**src/logic/fcl_defines.vh**
```
`ifndef FCL_DEFINES_VH
`define FCL_DEFINES_VH

// Register word addresses
`define FCL_ADDR_FB_MODE 16'h0f00
`define FCL_ADDR_FB_TYPE 16'h0f03
`define FCL_ADDR_EXT_PPR 16'h0f04
`define FCL_ADDR_DEV_THR 16'h0f08
`define FCL_ADDR_CLR_REV 16'h0f0a
`define FCL_ADDR_FILT_TIME 16'h0f0d
`define FCL_ADDR_DEV_DISP 16'h0f10
`define FCL_ADDR_INNER_CNT 16'h0f12
`define FCL_ADDR_OUTER_CNT 16'h0f14
`define FCL_ADDR_Z_CHK_DIS 16'h0f16
`define FCL_ADDR_PROBE_SRC 16'h0f19
`define FCL_ADDR_THR_SCALE 16'h0f2d
`define FCL_ADDR_SPD_SEL 16'h0f2e
`define FCL_ADDR_MP_MODE 16'h1100

// Reset values
`define FCL_RST_FB_MODE 16'h0000
`define FCL_RST_FB_TYPE 16'h0000
`define FCL_RST_EXT_PPR 32'h00002710
`define FCL_RST_DEV_THR 32'h000003e8
`define FCL_RST_CLR_REV 16'h0001
`define FCL_RST_FILT_TIME 16'h0000
`define FCL_RST_FLAG 16'h0000
`define FCL_RST_MP_MODE 16'h0001

// Value limits
`define FCL_FB_MODE_MAX 16'h0002
`define FCL_CLR_REV_MAX 16'h0064
`define FCL_PPR_MAX 32'h7fffffff
`define FCL_THR_MAX 32'h7fffffff

// Feedback source modes
`define FCL_FB_INTERNAL 2'h0
`define FCL_FB_EXTERNAL 2'h1
`define FCL_FB_SWITCHED 2'h2

// Multi-position modes
`define FCL_MP_SINGLE 16'h0000
`define FCL_MP_CYCLIC 16'h0001
`define FCL_MP_DI_SEL 16'h0002
`define FCL_MP_SEQUENTIAL 16'h0003
`define FCL_MP_AXIS_CONT 16'h0005

// Motor resolution as power of two, internal pulses per turn
`define FCL_RES_BITS 17

// Filter time unit 0.1 ms, in ns, and its cycle count at 100 ns clock
`define FCL_CLK_PERIOD_NS 100
`define FCL_FILT_UNIT_NS 100000
`define FCL_FILT_TICK_CYC (`FCL_FILT_UNIT_NS / `FCL_CLK_PERIOD_NS)

`endif

```
**src/logic/fcl_quad.v**
```verilog
`timescale 1ns/1ns
// Quadrature decoder for the external scale, x4 counting
module fcl_quad (
   input wire clk,
   input wire rst_b,
   input wire quad_a,
   input wire quad_b,
   output reg step_reg,
   output reg dir_reg
);

reg a_reg;
reg b_reg;
wire moved;
wire fwd;

// A change of one phase is one count, both at once none; direction from phase order
assign moved = (quad_a ^ a_reg) | (quad_b ^ b_reg);
assign fwd = quad_a ^ b_reg;

////////////////////////////////////////////////////////////////////////
// Previous phase state and step output
always @(posedge clk or negedge rst_b) begin
   if (!rst_b) begin
      a_reg <= 1'b0;
      b_reg <= 1'b0;
      step_reg <= 1'b0;
      dir_reg <= 1'b0;
   end else begin
      a_reg <= quad_a;
      b_reg <= quad_b;
      step_reg <= moved & ~((quad_a ^ a_reg) & (quad_b ^ b_reg));
      dir_reg <= fwd;
   end
end

endmodule // fcl_quad

```
**src/logic/fcl_top.v**
```verilog
`timescale 1ns/1ns
`include "fcl_defines.vh"
// What this block does
// - Feedback type accepts only quadrature value 0
// - Scale pulses per motor turn, default 10000
// - Deviation above threshold raises closed-loop fault
// - Threshold zero: no fault, deviation kept cleared
// - Clear deviation every configured motor revolutions
// - Revolution count held while not operational
// - Vibration filter only with external feedback
// - Deviation is outer minus converted inner position
// - Signed inner pulse counter after gearing
// - Signed outer pulse counter after gearing
// - Scale index checked at 0, ignored at 1
// - Probe index from motor or scale
// - Thresholds scaled to outer loop or shared
// - Speed feedback from inner or outer encoder
// - Multi-position mode codes 0,1,2,3,5, default 1
// - Position feedback internal, external or input-switched
module fcl_top (
   input wire clk,
   input wire rst_b,
   input wire [15:0] reg_addr,
   input wire reg_wr,
   input wire reg_rd,
   input wire [31:0] reg_wdata,
   output reg [31:0] reg_rdata_reg,
   output reg reg_ack_reg,
   input wire servo_running,
   input wire fault_reset,
   input wire inner_step,
   input wire inner_dir,
   input wire quad_a,
   input wire quad_b,
   input wire ext_z,
   input wire motor_z,
   input wire gear_ratio_switch_input,
   output reg excess_loop_deviation_fault_reg,
   output reg ext_z_event_reg,
   output reg probe_z_reg,
   output reg pos_fb_external_reg,
   output reg speed_fb_external_reg,
   output reg thr_shared_reg,
   output reg filter_active_reg,
   output reg [31:0] filtered_dev_reg,
   output reg [15:0] mp_mode_out_reg
);

reg [1:0] fb_mode_reg;
reg [15:0] fb_type_reg;
reg [31:0] ext_ppr_reg;
reg [31:0] dev_thr_reg;
reg [15:0] clr_rev_reg;
reg [15:0] filt_time_reg;
reg z_chk_dis_reg;
reg probe_src_reg;
reg thr_scale_reg;
reg spd_sel_reg;
reg [15:0] mp_mode_reg;
reg [31:0] inner_cnt_reg;
reg [31:0] outer_cnt_reg;
reg [31:0] inner_base_reg;
reg [31:0] outer_base_reg;
reg [31:0] dev_reg;
reg [`FCL_RES_BITS-1:0] turn_pos_reg;
reg [15:0] rev_cnt_reg;
reg [15:0] tick_cnt_reg;
reg [15:0] filt_cnt_reg;
wire ext_step;
wire ext_dir;
wire wr_stopped;
wire [31:0] inner_delta;
wire [63:0] conv_prod;
wire [31:0] conv_delta;
wire [31:0] dev_next;
wire [31:0] dev_abs;
wire over_thr;
wire rev_done;
wire turn_wrap;
wire clr_now;
wire use_ext;
wire filt_tick;
wire [31:0] filt_diff;

////////////////////////////////////////////////////////////////////////
// Scale quadrature decoding
fcl_quad u_quad (
   .clk(clk),
   .rst_b(rst_b),
   .quad_a(quad_a),
   .quad_b(quad_b),
   .step_reg(ext_step),
   .dir_reg(ext_dir)
);

// Writes to stop-only settings are taken only while stopped
assign wr_stopped = reg_wr & ~servo_running;

////////////////////////////////////////////////////////////////////////
// Writable settings
always @(posedge clk or negedge rst_b) begin
   if (!rst_b) begin
      fb_mode_reg <= `FCL_FB_INTERNAL;
      fb_type_reg <= `FCL_RST_FB_TYPE;
      ext_ppr_reg <= `FCL_RST_EXT_PPR;
      dev_thr_reg <= `FCL_RST_DEV_THR;
      clr_rev_reg <= `FCL_RST_CLR_REV;
      filt_time_reg <= `FCL_RST_FILT_TIME;
      z_chk_dis_reg <= 1'b0;
      probe_src_reg <= 1'b0;
      thr_scale_reg <= 1'b0;
      spd_sel_reg <= 1'b0;
      mp_mode_reg <= `FCL_RST_MP_MODE;
   end else begin
      if (reg_wr && reg_addr == `FCL_ADDR_FB_MODE &&
          reg_wdata[15:0] <= `FCL_FB_MODE_MAX) begin
         fb_mode_reg <= reg_wdata[1:0];
      end
      if (wr_stopped && reg_addr == `FCL_ADDR_FB_TYPE && reg_wdata[15:0] == 16'h0000) begin
         fb_type_reg <= reg_wdata[15:0];
      end
      if (wr_stopped && reg_addr == `FCL_ADDR_EXT_PPR && reg_wdata <= `FCL_PPR_MAX) begin
         ext_ppr_reg <= reg_wdata;
      end
      if (reg_wr && reg_addr == `FCL_ADDR_DEV_THR && reg_wdata <= `FCL_THR_MAX) begin
         dev_thr_reg <= reg_wdata;
      end
      if (reg_wr && reg_addr == `FCL_ADDR_CLR_REV &&
          reg_wdata[15:0] <= `FCL_CLR_REV_MAX) begin
         clr_rev_reg <= reg_wdata[15:0];
      end
      if (wr_stopped && reg_addr == `FCL_ADDR_FILT_TIME) begin
         filt_time_reg <= reg_wdata[15:0];
      end
      if (reg_wr && reg_addr == `FCL_ADDR_Z_CHK_DIS && reg_wdata[15:1] == 15'h0000) begin
         z_chk_dis_reg <= reg_wdata[0];
      end
      if (reg_wr && reg_addr == `FCL_ADDR_PROBE_SRC && reg_wdata[15:1] == 15'h0000) begin
         probe_src_reg <= reg_wdata[0];
      end
      if (wr_stopped && reg_addr == `FCL_ADDR_THR_SCALE && reg_wdata[15:1] == 15'h0000) begin
         thr_scale_reg <= reg_wdata[0];
      end
      if (wr_stopped && reg_addr == `FCL_ADDR_SPD_SEL && reg_wdata[15:1] == 15'h0000) begin
         spd_sel_reg <= reg_wdata[0];
      end
      if (wr_stopped && reg_addr == `FCL_ADDR_MP_MODE &&
          (reg_wdata[15:0] == `FCL_MP_SINGLE || reg_wdata[15:0] == `FCL_MP_CYCLIC ||
           reg_wdata[15:0] == `FCL_MP_DI_SEL || reg_wdata[15:0] == `FCL_MP_SEQUENTIAL ||
           reg_wdata[15:0] == `FCL_MP_AXIS_CONT)) begin
         mp_mode_reg <= reg_wdata[15:0];
      end
   end
end

////////////////////////////////////////////////////////////////////////
// Deviation arithmetic
assign inner_delta = inner_cnt_reg - inner_base_reg;
// inner movement converted to scale units
assign conv_prod = $signed({{32{inner_delta[31]}}, inner_delta}) *
                   $signed({32'h00000000, ext_ppr_reg});
assign conv_delta = conv_prod[`FCL_RES_BITS+31:`FCL_RES_BITS];
assign dev_next = (outer_cnt_reg - outer_base_reg) - conv_delta;
assign dev_abs = dev_reg[31] ? (32'h00000000 - dev_reg) : dev_reg;
assign over_thr = (dev_thr_reg != 32'h00000000) && (dev_abs > dev_thr_reg);
assign rev_done = servo_running && (clr_rev_reg != 16'h0000) && (rev_cnt_reg >= clr_rev_reg);
assign turn_wrap = servo_running && inner_step && (&turn_pos_reg);
assign clr_now = rev_done || (dev_thr_reg == 32'h00000000);

////////////////////////////////////////////////////////////////////////
// Pulse counters, bases and deviation
always @(posedge clk or negedge rst_b) begin
   if (!rst_b) begin
      inner_cnt_reg <= 32'h00000000;
      outer_cnt_reg <= 32'h00000000;
      inner_base_reg <= 32'h00000000;
      outer_base_reg <= 32'h00000000;
      dev_reg <= 32'h00000000;
   end else begin
      if (inner_step) begin
         inner_cnt_reg <= inner_dir ? inner_cnt_reg - 32'h00000001 :
                          inner_cnt_reg + 32'h00000001;
      end
      if (ext_step) begin
         outer_cnt_reg <= ext_dir ? outer_cnt_reg + 32'h00000001 :
                          outer_cnt_reg - 32'h00000001;
      end
      if (clr_now) begin
         inner_base_reg <= inner_cnt_reg;
         outer_base_reg <= outer_cnt_reg;
         dev_reg <= 32'h00000000;
      end else begin
         dev_reg <= dev_next;
      end
   end
end

////////////////////////////////////////////////////////////////////////
// Motor revolution accounting
always @(posedge clk or negedge rst_b) begin
   if (!rst_b) begin
      turn_pos_reg <= {`FCL_RES_BITS{1'b0}};
      rev_cnt_reg <= 16'h0000;
   end else begin
      // counted only when running, never reset
      if (servo_running && inner_step) begin
         turn_pos_reg <= turn_pos_reg + {{(`FCL_RES_BITS-1){1'b0}}, 1'b1};
      end
      if (rev_done) begin
         // restart at each clear, a turn ending now still counts
         rev_cnt_reg <= {15'h0000, turn_wrap};
      end else if (turn_wrap) begin
         rev_cnt_reg <= rev_cnt_reg + 16'h0001;
      end
   end
end

////////////////////////////////////////////////////////////////////////
// Fault latch, set wins over reset
always @(posedge clk or negedge rst_b) begin
   if (!rst_b) begin
      excess_loop_deviation_fault_reg <= 1'b0;
   end else if (over_thr) begin
      excess_loop_deviation_fault_reg <= 1'b1;
   end else if (fault_reset) begin
      excess_loop_deviation_fault_reg <= 1'b0;
   end
end

assign use_ext = (fb_mode_reg == `FCL_FB_EXTERNAL) ||
                 (fb_mode_reg == `FCL_FB_SWITCHED && gear_ratio_switch_input);

////////////////////////////////////////////////////////////////////////
// Source selects and index routing
always @(posedge clk or negedge rst_b) begin
   if (!rst_b) begin
      pos_fb_external_reg <= 1'b0;
      speed_fb_external_reg <= 1'b0;
      thr_shared_reg <= 1'b0;
      probe_z_reg <= 1'b0;
      ext_z_event_reg <= 1'b0;
      mp_mode_out_reg <= `FCL_RST_MP_MODE;
   end else begin
      pos_fb_external_reg <= use_ext;
      speed_fb_external_reg <= (fb_mode_reg != `FCL_FB_INTERNAL) & spd_sel_reg;
      thr_shared_reg <= (fb_mode_reg != `FCL_FB_INTERNAL) & thr_scale_reg;
      probe_z_reg <= (probe_src_reg && fb_mode_reg != `FCL_FB_INTERNAL) ? ext_z : motor_z;
      ext_z_event_reg <= ext_z & ~z_chk_dis_reg;
      mp_mode_out_reg <= mp_mode_reg;
   end
end

////////////////////////////////////////////////////////////////////////
// Vibration filter tick, one per 0.1 ms
assign filt_tick = (tick_cnt_reg == `FCL_FILT_TICK_CYC - 1);
assign filt_diff = dev_reg - filtered_dev_reg;

always @(posedge clk or negedge rst_b) begin
   if (!rst_b) begin
      tick_cnt_reg <= 16'h0000;
      filt_cnt_reg <= 16'h0000;
      filter_active_reg <= 1'b0;
      filtered_dev_reg <= 32'h00000000;
   end else begin
      tick_cnt_reg <= filt_tick ? 16'h0000 : tick_cnt_reg + 16'h0001;
      // only with scale feedback, zero disables
      filter_active_reg <= use_ext && (filt_time_reg != 16'h0000);
      if (!filter_active_reg) begin
         filtered_dev_reg <= dev_reg;
         filt_cnt_reg <= 16'h0000;
      end else if (filt_tick) begin
         // First-order lag: one sixteenth step per time constant
         if (filt_cnt_reg >= filt_time_reg - 16'h0001) begin
            filt_cnt_reg <= 16'h0000;
            filtered_dev_reg <= filtered_dev_reg + {{4{filt_diff[31]}}, filt_diff[31:4]} +
                                {31'h00000000, (filt_diff[31:4] == 28'h0000000) &
                                 (filt_diff != 32'h00000000)};
         end else begin
            filt_cnt_reg <= filt_cnt_reg + 16'h0001;
         end
      end
   end
end

////////////////////////////////////////////////////////////////////////
// Register read port, one cycle latency
always @(posedge clk or negedge rst_b) begin
   if (!rst_b) begin
      reg_rdata_reg <= 32'h00000000;
      reg_ack_reg <= 1'b0;
   end else begin
      reg_ack_reg <= reg_rd | reg_wr;
      if (reg_rd) begin
         case (reg_addr)
            `FCL_ADDR_FB_MODE: reg_rdata_reg <= {30'h00000000, fb_mode_reg};
            `FCL_ADDR_FB_TYPE: reg_rdata_reg <= {16'h0000, fb_type_reg};
            `FCL_ADDR_EXT_PPR: reg_rdata_reg <= ext_ppr_reg;
            `FCL_ADDR_DEV_THR: reg_rdata_reg <= dev_thr_reg;
            `FCL_ADDR_CLR_REV: reg_rdata_reg <= {16'h0000, clr_rev_reg};
            `FCL_ADDR_FILT_TIME: reg_rdata_reg <= {16'h0000, filt_time_reg};
            `FCL_ADDR_DEV_DISP: reg_rdata_reg <= dev_reg;
            `FCL_ADDR_INNER_CNT: reg_rdata_reg <= inner_cnt_reg;
            `FCL_ADDR_OUTER_CNT: reg_rdata_reg <= outer_cnt_reg;
            `FCL_ADDR_Z_CHK_DIS: reg_rdata_reg <= {31'h00000000, z_chk_dis_reg};
            `FCL_ADDR_PROBE_SRC: reg_rdata_reg <= {31'h00000000, probe_src_reg};
            `FCL_ADDR_THR_SCALE: reg_rdata_reg <= {31'h00000000, thr_scale_reg};
            `FCL_ADDR_SPD_SEL: reg_rdata_reg <= {31'h00000000, spd_sel_reg};
            `FCL_ADDR_MP_MODE: reg_rdata_reg <= {16'h0000, mp_mode_reg};
            default: reg_rdata_reg <= 32'h00000000;
         endcase
      end
   end
end

endmodule // fcl_top

```
**config.mk**
```make
export PLATFORM = sky130hd
export DESIGN_NAME = fcl_top
export DESIGN_NICKNAME = d
export VERILOG_FILES = /design/src/logic/fcl_quad.v /design/src/logic/fcl_top.v
export VERILOG_INCLUDE_DIRS = /design/src /design/src/logic
export SDC_FILE = /design/constraint.sdc
export NUM_CORES = 2
export LEC_CHECK = 0
export CAP_MARGIN = 40
export CORE_MARGIN = 3
export CORE_UTILIZATION = 44
export CTS_CLUSTER_DIAMETER = 120
export DETAILED_ROUTE_END_ITERATION = 8
export DONT_BUFFER_PORTS = 1
export GPL_TIMING_DRIVEN = 0
export PLACE_DENSITY_LB_ADDON = 0.2
export SLEW_MARGIN = 20
export SYNTH_ARGS = -nofsm -noshare
export SYNTH_HDL_FRONTEND = slang
export SYNTH_SLANG_ARGS = --single-unit
```
**constraint.sdc**
```tcl
create_clock -name clk -period 27.6 [get_ports clk]
set_clock_uncertainty 0.05 [all_clocks]
set_input_delay 0 -clock clk [delete_from_list [all_inputs] [get_ports clk]]
set_output_delay 0 -clock clk [all_outputs]
set_load 0.03 [all_outputs]
```
# Word level (Yosys, flattened, before mapping)
# Cells that the tools add are included.
# classes
reduce_logical	48
muxes	17
mul	1
shifts	0
div_mod_pow	0
n_bitwise	15
n_addsub	16
n_eq_ne	23
n_lt_le_gt_ge	6
# ops
op	n
one-hot mux 32 bit (14 select lines)	1
2-to-1 mux 32 bit	7
== test 16 x 12 -> 1 bit (second input constant)	13
subtractor 32 bit	4
2-to-1 mux 16 bit	6
adder 32 x 1 -> 32 bit (second input constant)	2
nonzero test 32 bit	2
subtractor 32 x 1 -> 32 bit (second input constant)	2
multiplier 32 x 33 -> 49 bit	1
adder 16 x 1 -> 16 bit (second input constant)	3
adder 32 x 1 -> 32 bit	1
adder 32 bit	1
== test 16 x 2 -> 1 bit (second input constant)	2
greater-or-equal comparator 16 bit	2
greater-than comparator 32 bit	1
<= comparator 32 x 31 -> 1 bit (second input constant)	1
logical NOT 32 bit	1
nonzero test 16 bit	2
subtractor 1 x 32 -> 32 bit (first input constant)	1
logical AND 1 bit	29
logical NOT 28 bit	1
adder 17 x 1 -> 17 bit (second input constant)	1
AND reduction 17 bit	1
== test 16 x 1 -> 1 bit (second input constant)	1
19 further kinds	40
# word_totals
latchBits	0
wordCells	161
register_bits	451
output_inout_bits	88
romBits	0
ramBits	0
mem_count	0

# Longest topological paths before layout
# logic_depth
ltp_word	7
depth_mapped	58
depth_no_buf	57

# Hierarchy
# Synthesis repeated with hierarchy kept, for this count alone.
# hier_totals
cells_unflattened	6311
area_unflattened_um2	58233.4
# by_module_without_submodules
module	instances	area_each_um2	seq_area_each_um2	cells_each
fcl_top	1	58099.5	11203.2	6304
fcl_quad	1	133.9	100.1	7

# Worst setup path before layout
# Ideal clock, no wire load.
# synth_timing
path_type	flip-flop to flip-flop
startpoint	register inner_cnt_reg[0]
endpoint	register dev_reg[31]
stages_incl_launch_ff	55
slack_ns	15.438
arrival_time_ns	11.991
setup_ns	0.121
path_cell_list	dfrtp_1 inv_1 ha_1 fa_1 nand2b_1 a21oi_1 nor2_1 nor3_1 o21ai_0 a211oi_1 clkbuf_1 nand2_1 fa_1 inv_1 fa_1 fa_1 inv_1 fa_1 [... 19 more ...] o21ai_0 nand2b_1 xor2_1 fa_1 xor2_1 xnor2_1 xnor2_1 xnor2_1 xnor2_1 xnor2_1 xnor2_1 xnor3_1 xnor2_2 xnor2_1 xnor3_1 xnor3_1 xor2_1 nor2_1
# synth_between
elab_chain_cells	4
# synth_rtl
item	line_no	rtl
from (decl)	fcl_top.v:60	reg [31:0] inner_cnt_reg;
from (signal assigned)	fcl_top.v:181	inner_cnt_reg <= inner_dir ? inner_cnt_reg - 32'h00000001 :
subtractor 32 bit	fcl_top.v:158	assign inner_delta = inner_cnt_reg - inner_base_reg;
multiplier 32 x 33 -> 49 bit	fcl_top.v:160	assign conv_prod = $signed({{32{inner_delta[31]}}, inner_delta}) *
subtractor 32 bit	fcl_top.v:163	assign dev_next = (outer_cnt_reg - outer_base_reg) - conv_delta;
2-to-1 mux 32 bit	fcl_top.v:188	if (clr_now) begin
to (signal assigned)	fcl_top.v:193	dev_reg <= dev_next;
to (decl)	fcl_top.v:64	reg [31:0] dev_reg;
# No other way between the ends.
# A chain may end at the register's enable or synchronous reset.

# Final worst setup path
# Ends and elaborated chain as after synthesis.

==> flow_summary.ini <==
[route]
firstDrtPassIters = 9
post_drt_via_cell_ratio = 5.53
num_vias = 46100
ant_nets = 0
initialDrtViolationCount = 3974
drcViolationCount = 1
routedWlPerCell_um = 23.1
routed_wirelength_um = 193000

[worst_setup_path]
endpoint_kind = flop
cp_common_cell = fa_1
critical_path_class = reg2reg
arrival_ns = 16.50
slowest_stage = xor2_2
r2r_cells = 47
path_max_fanout = 11
critPathRequiredTime_ns = 28.05
r2r-end = dev_reg[31]
slowest_delay_ns = 0.71
timing.rr.start = inner_cnt_reg[0]
ff2ff_setup_slack_ns = 11.55
startpoint_type = flop

[global_routing]
grt_pass1_wl_um = 294000
grt_max_degree = 452
track_usage_pct = 28.5
antenna_found_initial = 24
overflow = 0
grt_pass1_vias = 46300

[sta]
rsz0062_at_grt = no
period_share_pct = 58.2
relSlewSlack_pct = 35.8
worst_slew_pin_slew_ns = 0.953
timing.final.max_slew_violations = 0
fin_crit_ns = 16.05
finalSetupTns_ns = 0
setup_violations = 0
final-hold-violation-count = 0
fmax_ghz = 0.0623
whs_ns = 0.0376

[clock_tree]
post_cts_resized = 0
numCtsBuffers = 48
cts_sinks = 451
cts_root_buf = clkbuf_16
cts_tree = built
clock_path_buffers = 3
insertion_delay_ns = 0.63
htreeDepth = 2
clkTransAtPathRegs_ns = 0.07

[placement]
postPlaceCellArea_sq_um = 60800
post-dp-hpwl_um = 160000
gp_congestion = 0.972
dp_cells = 8135
io_buffers = 0

[pwr]
ir_drop_uv = 149
power_mw = 6.92
p_leak_nw = 30.7
powerDensity_nw_per_um2 = 109

[yosys]
synth_top_cell_by_area = fa_1
syn_area_sq_um = 58200
yosys.cell_types.count = 83
synth_edf_count = 0
yosysSeqAreaShare_pct = 19.4
syn-num-nets = 7714
yosysWarnings = 0
yosysTopAreaCellShare_pct = 28.6
ys_top_cells_by_area = fa_1 (29%), dfrtp_1 (19%), ha_1 (9.9%)
netlist_instances = 6362
syn_avg_cell_area_sq_um = 9.14
ys.flop_type = dfrtp_1
ys_seq_elements = 451
ys_async_sr_fraction_pct = 100

[final_layout]
fin_cells = 8345
nNetsFinal = 7908
fillerInstances = 12500
area_growth_pct = 9.49
fin_area_sq_um = 63700
drive_gt1_share_pct = 4.84

[min_path]
whs_endpoint = dev_thr_reg[0]
worstHoldStart = reg_addr[5]
min_path_type = in2reg
hold_depth = 4

[floorplan]
die_w_um = 370
rows = 132
dieHeight_um = 370
io_pins = 149
start_util_pct = 44.6
dieArea_sq_um = 137000
core_sq_um = 130000

[job]
max-cap-violations = 0

[outcome]
violations = design-rule violations
outcome = complete, but fails checks
## what timing repair did
action	in CTS	in global routing
hold endpoints to repair	615	21
hold buffers	94	1
buffers inserted	0	0
## where the power goes
group / switching (mW) / internal [mW]
Clock: 0.307 / 0.408
Sequential: 0.303 / 0.802
Combinational: 3.02 / 2.07
Total: 3.63 / 3.28
## metrics by stage
stage / setup slack (ns) / util, %
floorplan: 15.44 / -
global placement: 10.97 / 46.3
detailed placement: 11.26 / 46.6
CTS: 11.23 / 48.7
global route: 10.85 / 48.9
finish: 11.55 / 48.9
## layer usage
| metal | vias up | part of all wire (%) | track usage (%) |
|---|---|---|---|
| met2 | 1721 | 44 | 44.4 |
| met5 | - | 0.028 | 0 |
| li1 | 20600 | - | - |
| met3 | 302 | 8.8 | 5.57 |
| met1 | 23400 | 43 | 40.1 |
| met4 | 8 | 3.9 | 9.26 |
## Yosys cell counts, types with 22 or more instances
cell and number:
a21oi_1 196, ha_1 459, mux2i_1 45, o22ai_1 36
a21o_1 72, mux2_2 122, a222oi_1 30, o21ai_0 266
or3_1 40, xnor2_1 198, nor4_1 30, xor2_1 87
o21a_1 39, nand2b_1 51, inv_1 1118, and2_1 372
nor2b_1 104, nand3_1 68, fa_1 832, nor3_1 61
nand4_1 36, clkbuf_1 259, dfrtp_1 437, o21bai_1 23
nand2_1 794, nor2_1 253, a211oi_1 22
## worst max-delay path, delay by kind of cell (launching register included)
family	cells	cell delay, ns
buffers and inverters	3	0.77
and+or+nand+nor	6	1.25
DFF	1	0.56
AOI/OAI and AO/OA	11	3.28
xor gates and xnor gates	15	4.71
adders and majority gates	12	5.31
## logic make-up (layout without fill, tap and decap cells)
group                      after synthesis  in the layout  synth area share (%)
muxes                                  167            167                  3.14
DFF                                    451            451                  19.4
and+or+nand+nor                       1903           1903                  15.9
other                                    0             11                     0
buffers and inverters                 1386           1616                  8.95
AOI/OAI and AO/OA                      873            873                  9.61
adders and majority gates             1291           1291                  38.5
xor gates and xnor gates               291            291                  4.50
## placed cells by master (no fill, tap or decap), types with 20 or more instances in the layout
cell type and n:
dfrtp_1 437, a222oi_1 30, ha_1 459, o21bai_1 23
nor2_1 253, a22oi_1 21, o21a_1 39, a21o_1 72
dlygate4sd3_1 93, nand4_1 36, o21ai_0 266, nor4_1 30
mux2_2 122, inv_1 1117, xor2_1 85, clkbuf_16 48
o22ai_1 36, and2_1 372, buf_6 25, nand3_1 68
nor2b_1 104, or3_1 40, nand2b_1 51, nand2_1 794
clkbuf_1 266, a221oi_1 20, a21oi_1 195, xnor2_1 186
a211oi_1 21, o31ai_1 20, fa_1 832, nor3_1 60
mux2i_1 45, or2_2 20
## layout make-up
type | count | area, sq um | share of cell area (%)
inverters | 1118 | 4200 | 6.59
flip-flops and latches | 451 | 11300 | 17.7
diodes | 11 | 27.5 | 0.0432
plain buffers | 268 | 1010 | 1.58
clock inverters | 24 | 360 | 0.566
clock buffers | 62 | 1320 | 2.08
repair buffers | 144 | 1510 | 2.36
well taps | 1742 | 2180 | 3.42
multi-input cells | 4525 | 41800 | 65.6
## worst max path at each step
stage,start,to,slack (ns),cells past startpoint
floorplan,inner_cnt_reg[0],dev_reg[31],15.44,54
detailed placement,inner_cnt_reg[0],dev_reg[31],11.26,54
global route,inner_cnt_reg[0],dev_reg[31],10.85,56
CTS,inner_cnt_reg[0],dev_reg[31],11.23,54
global placement,inner_cnt_reg[0],dev_reg[31],10.97,54
finish,inner_cnt_reg[0],dev_reg[31],11.55,47
(Power assumes the default switching activity.)
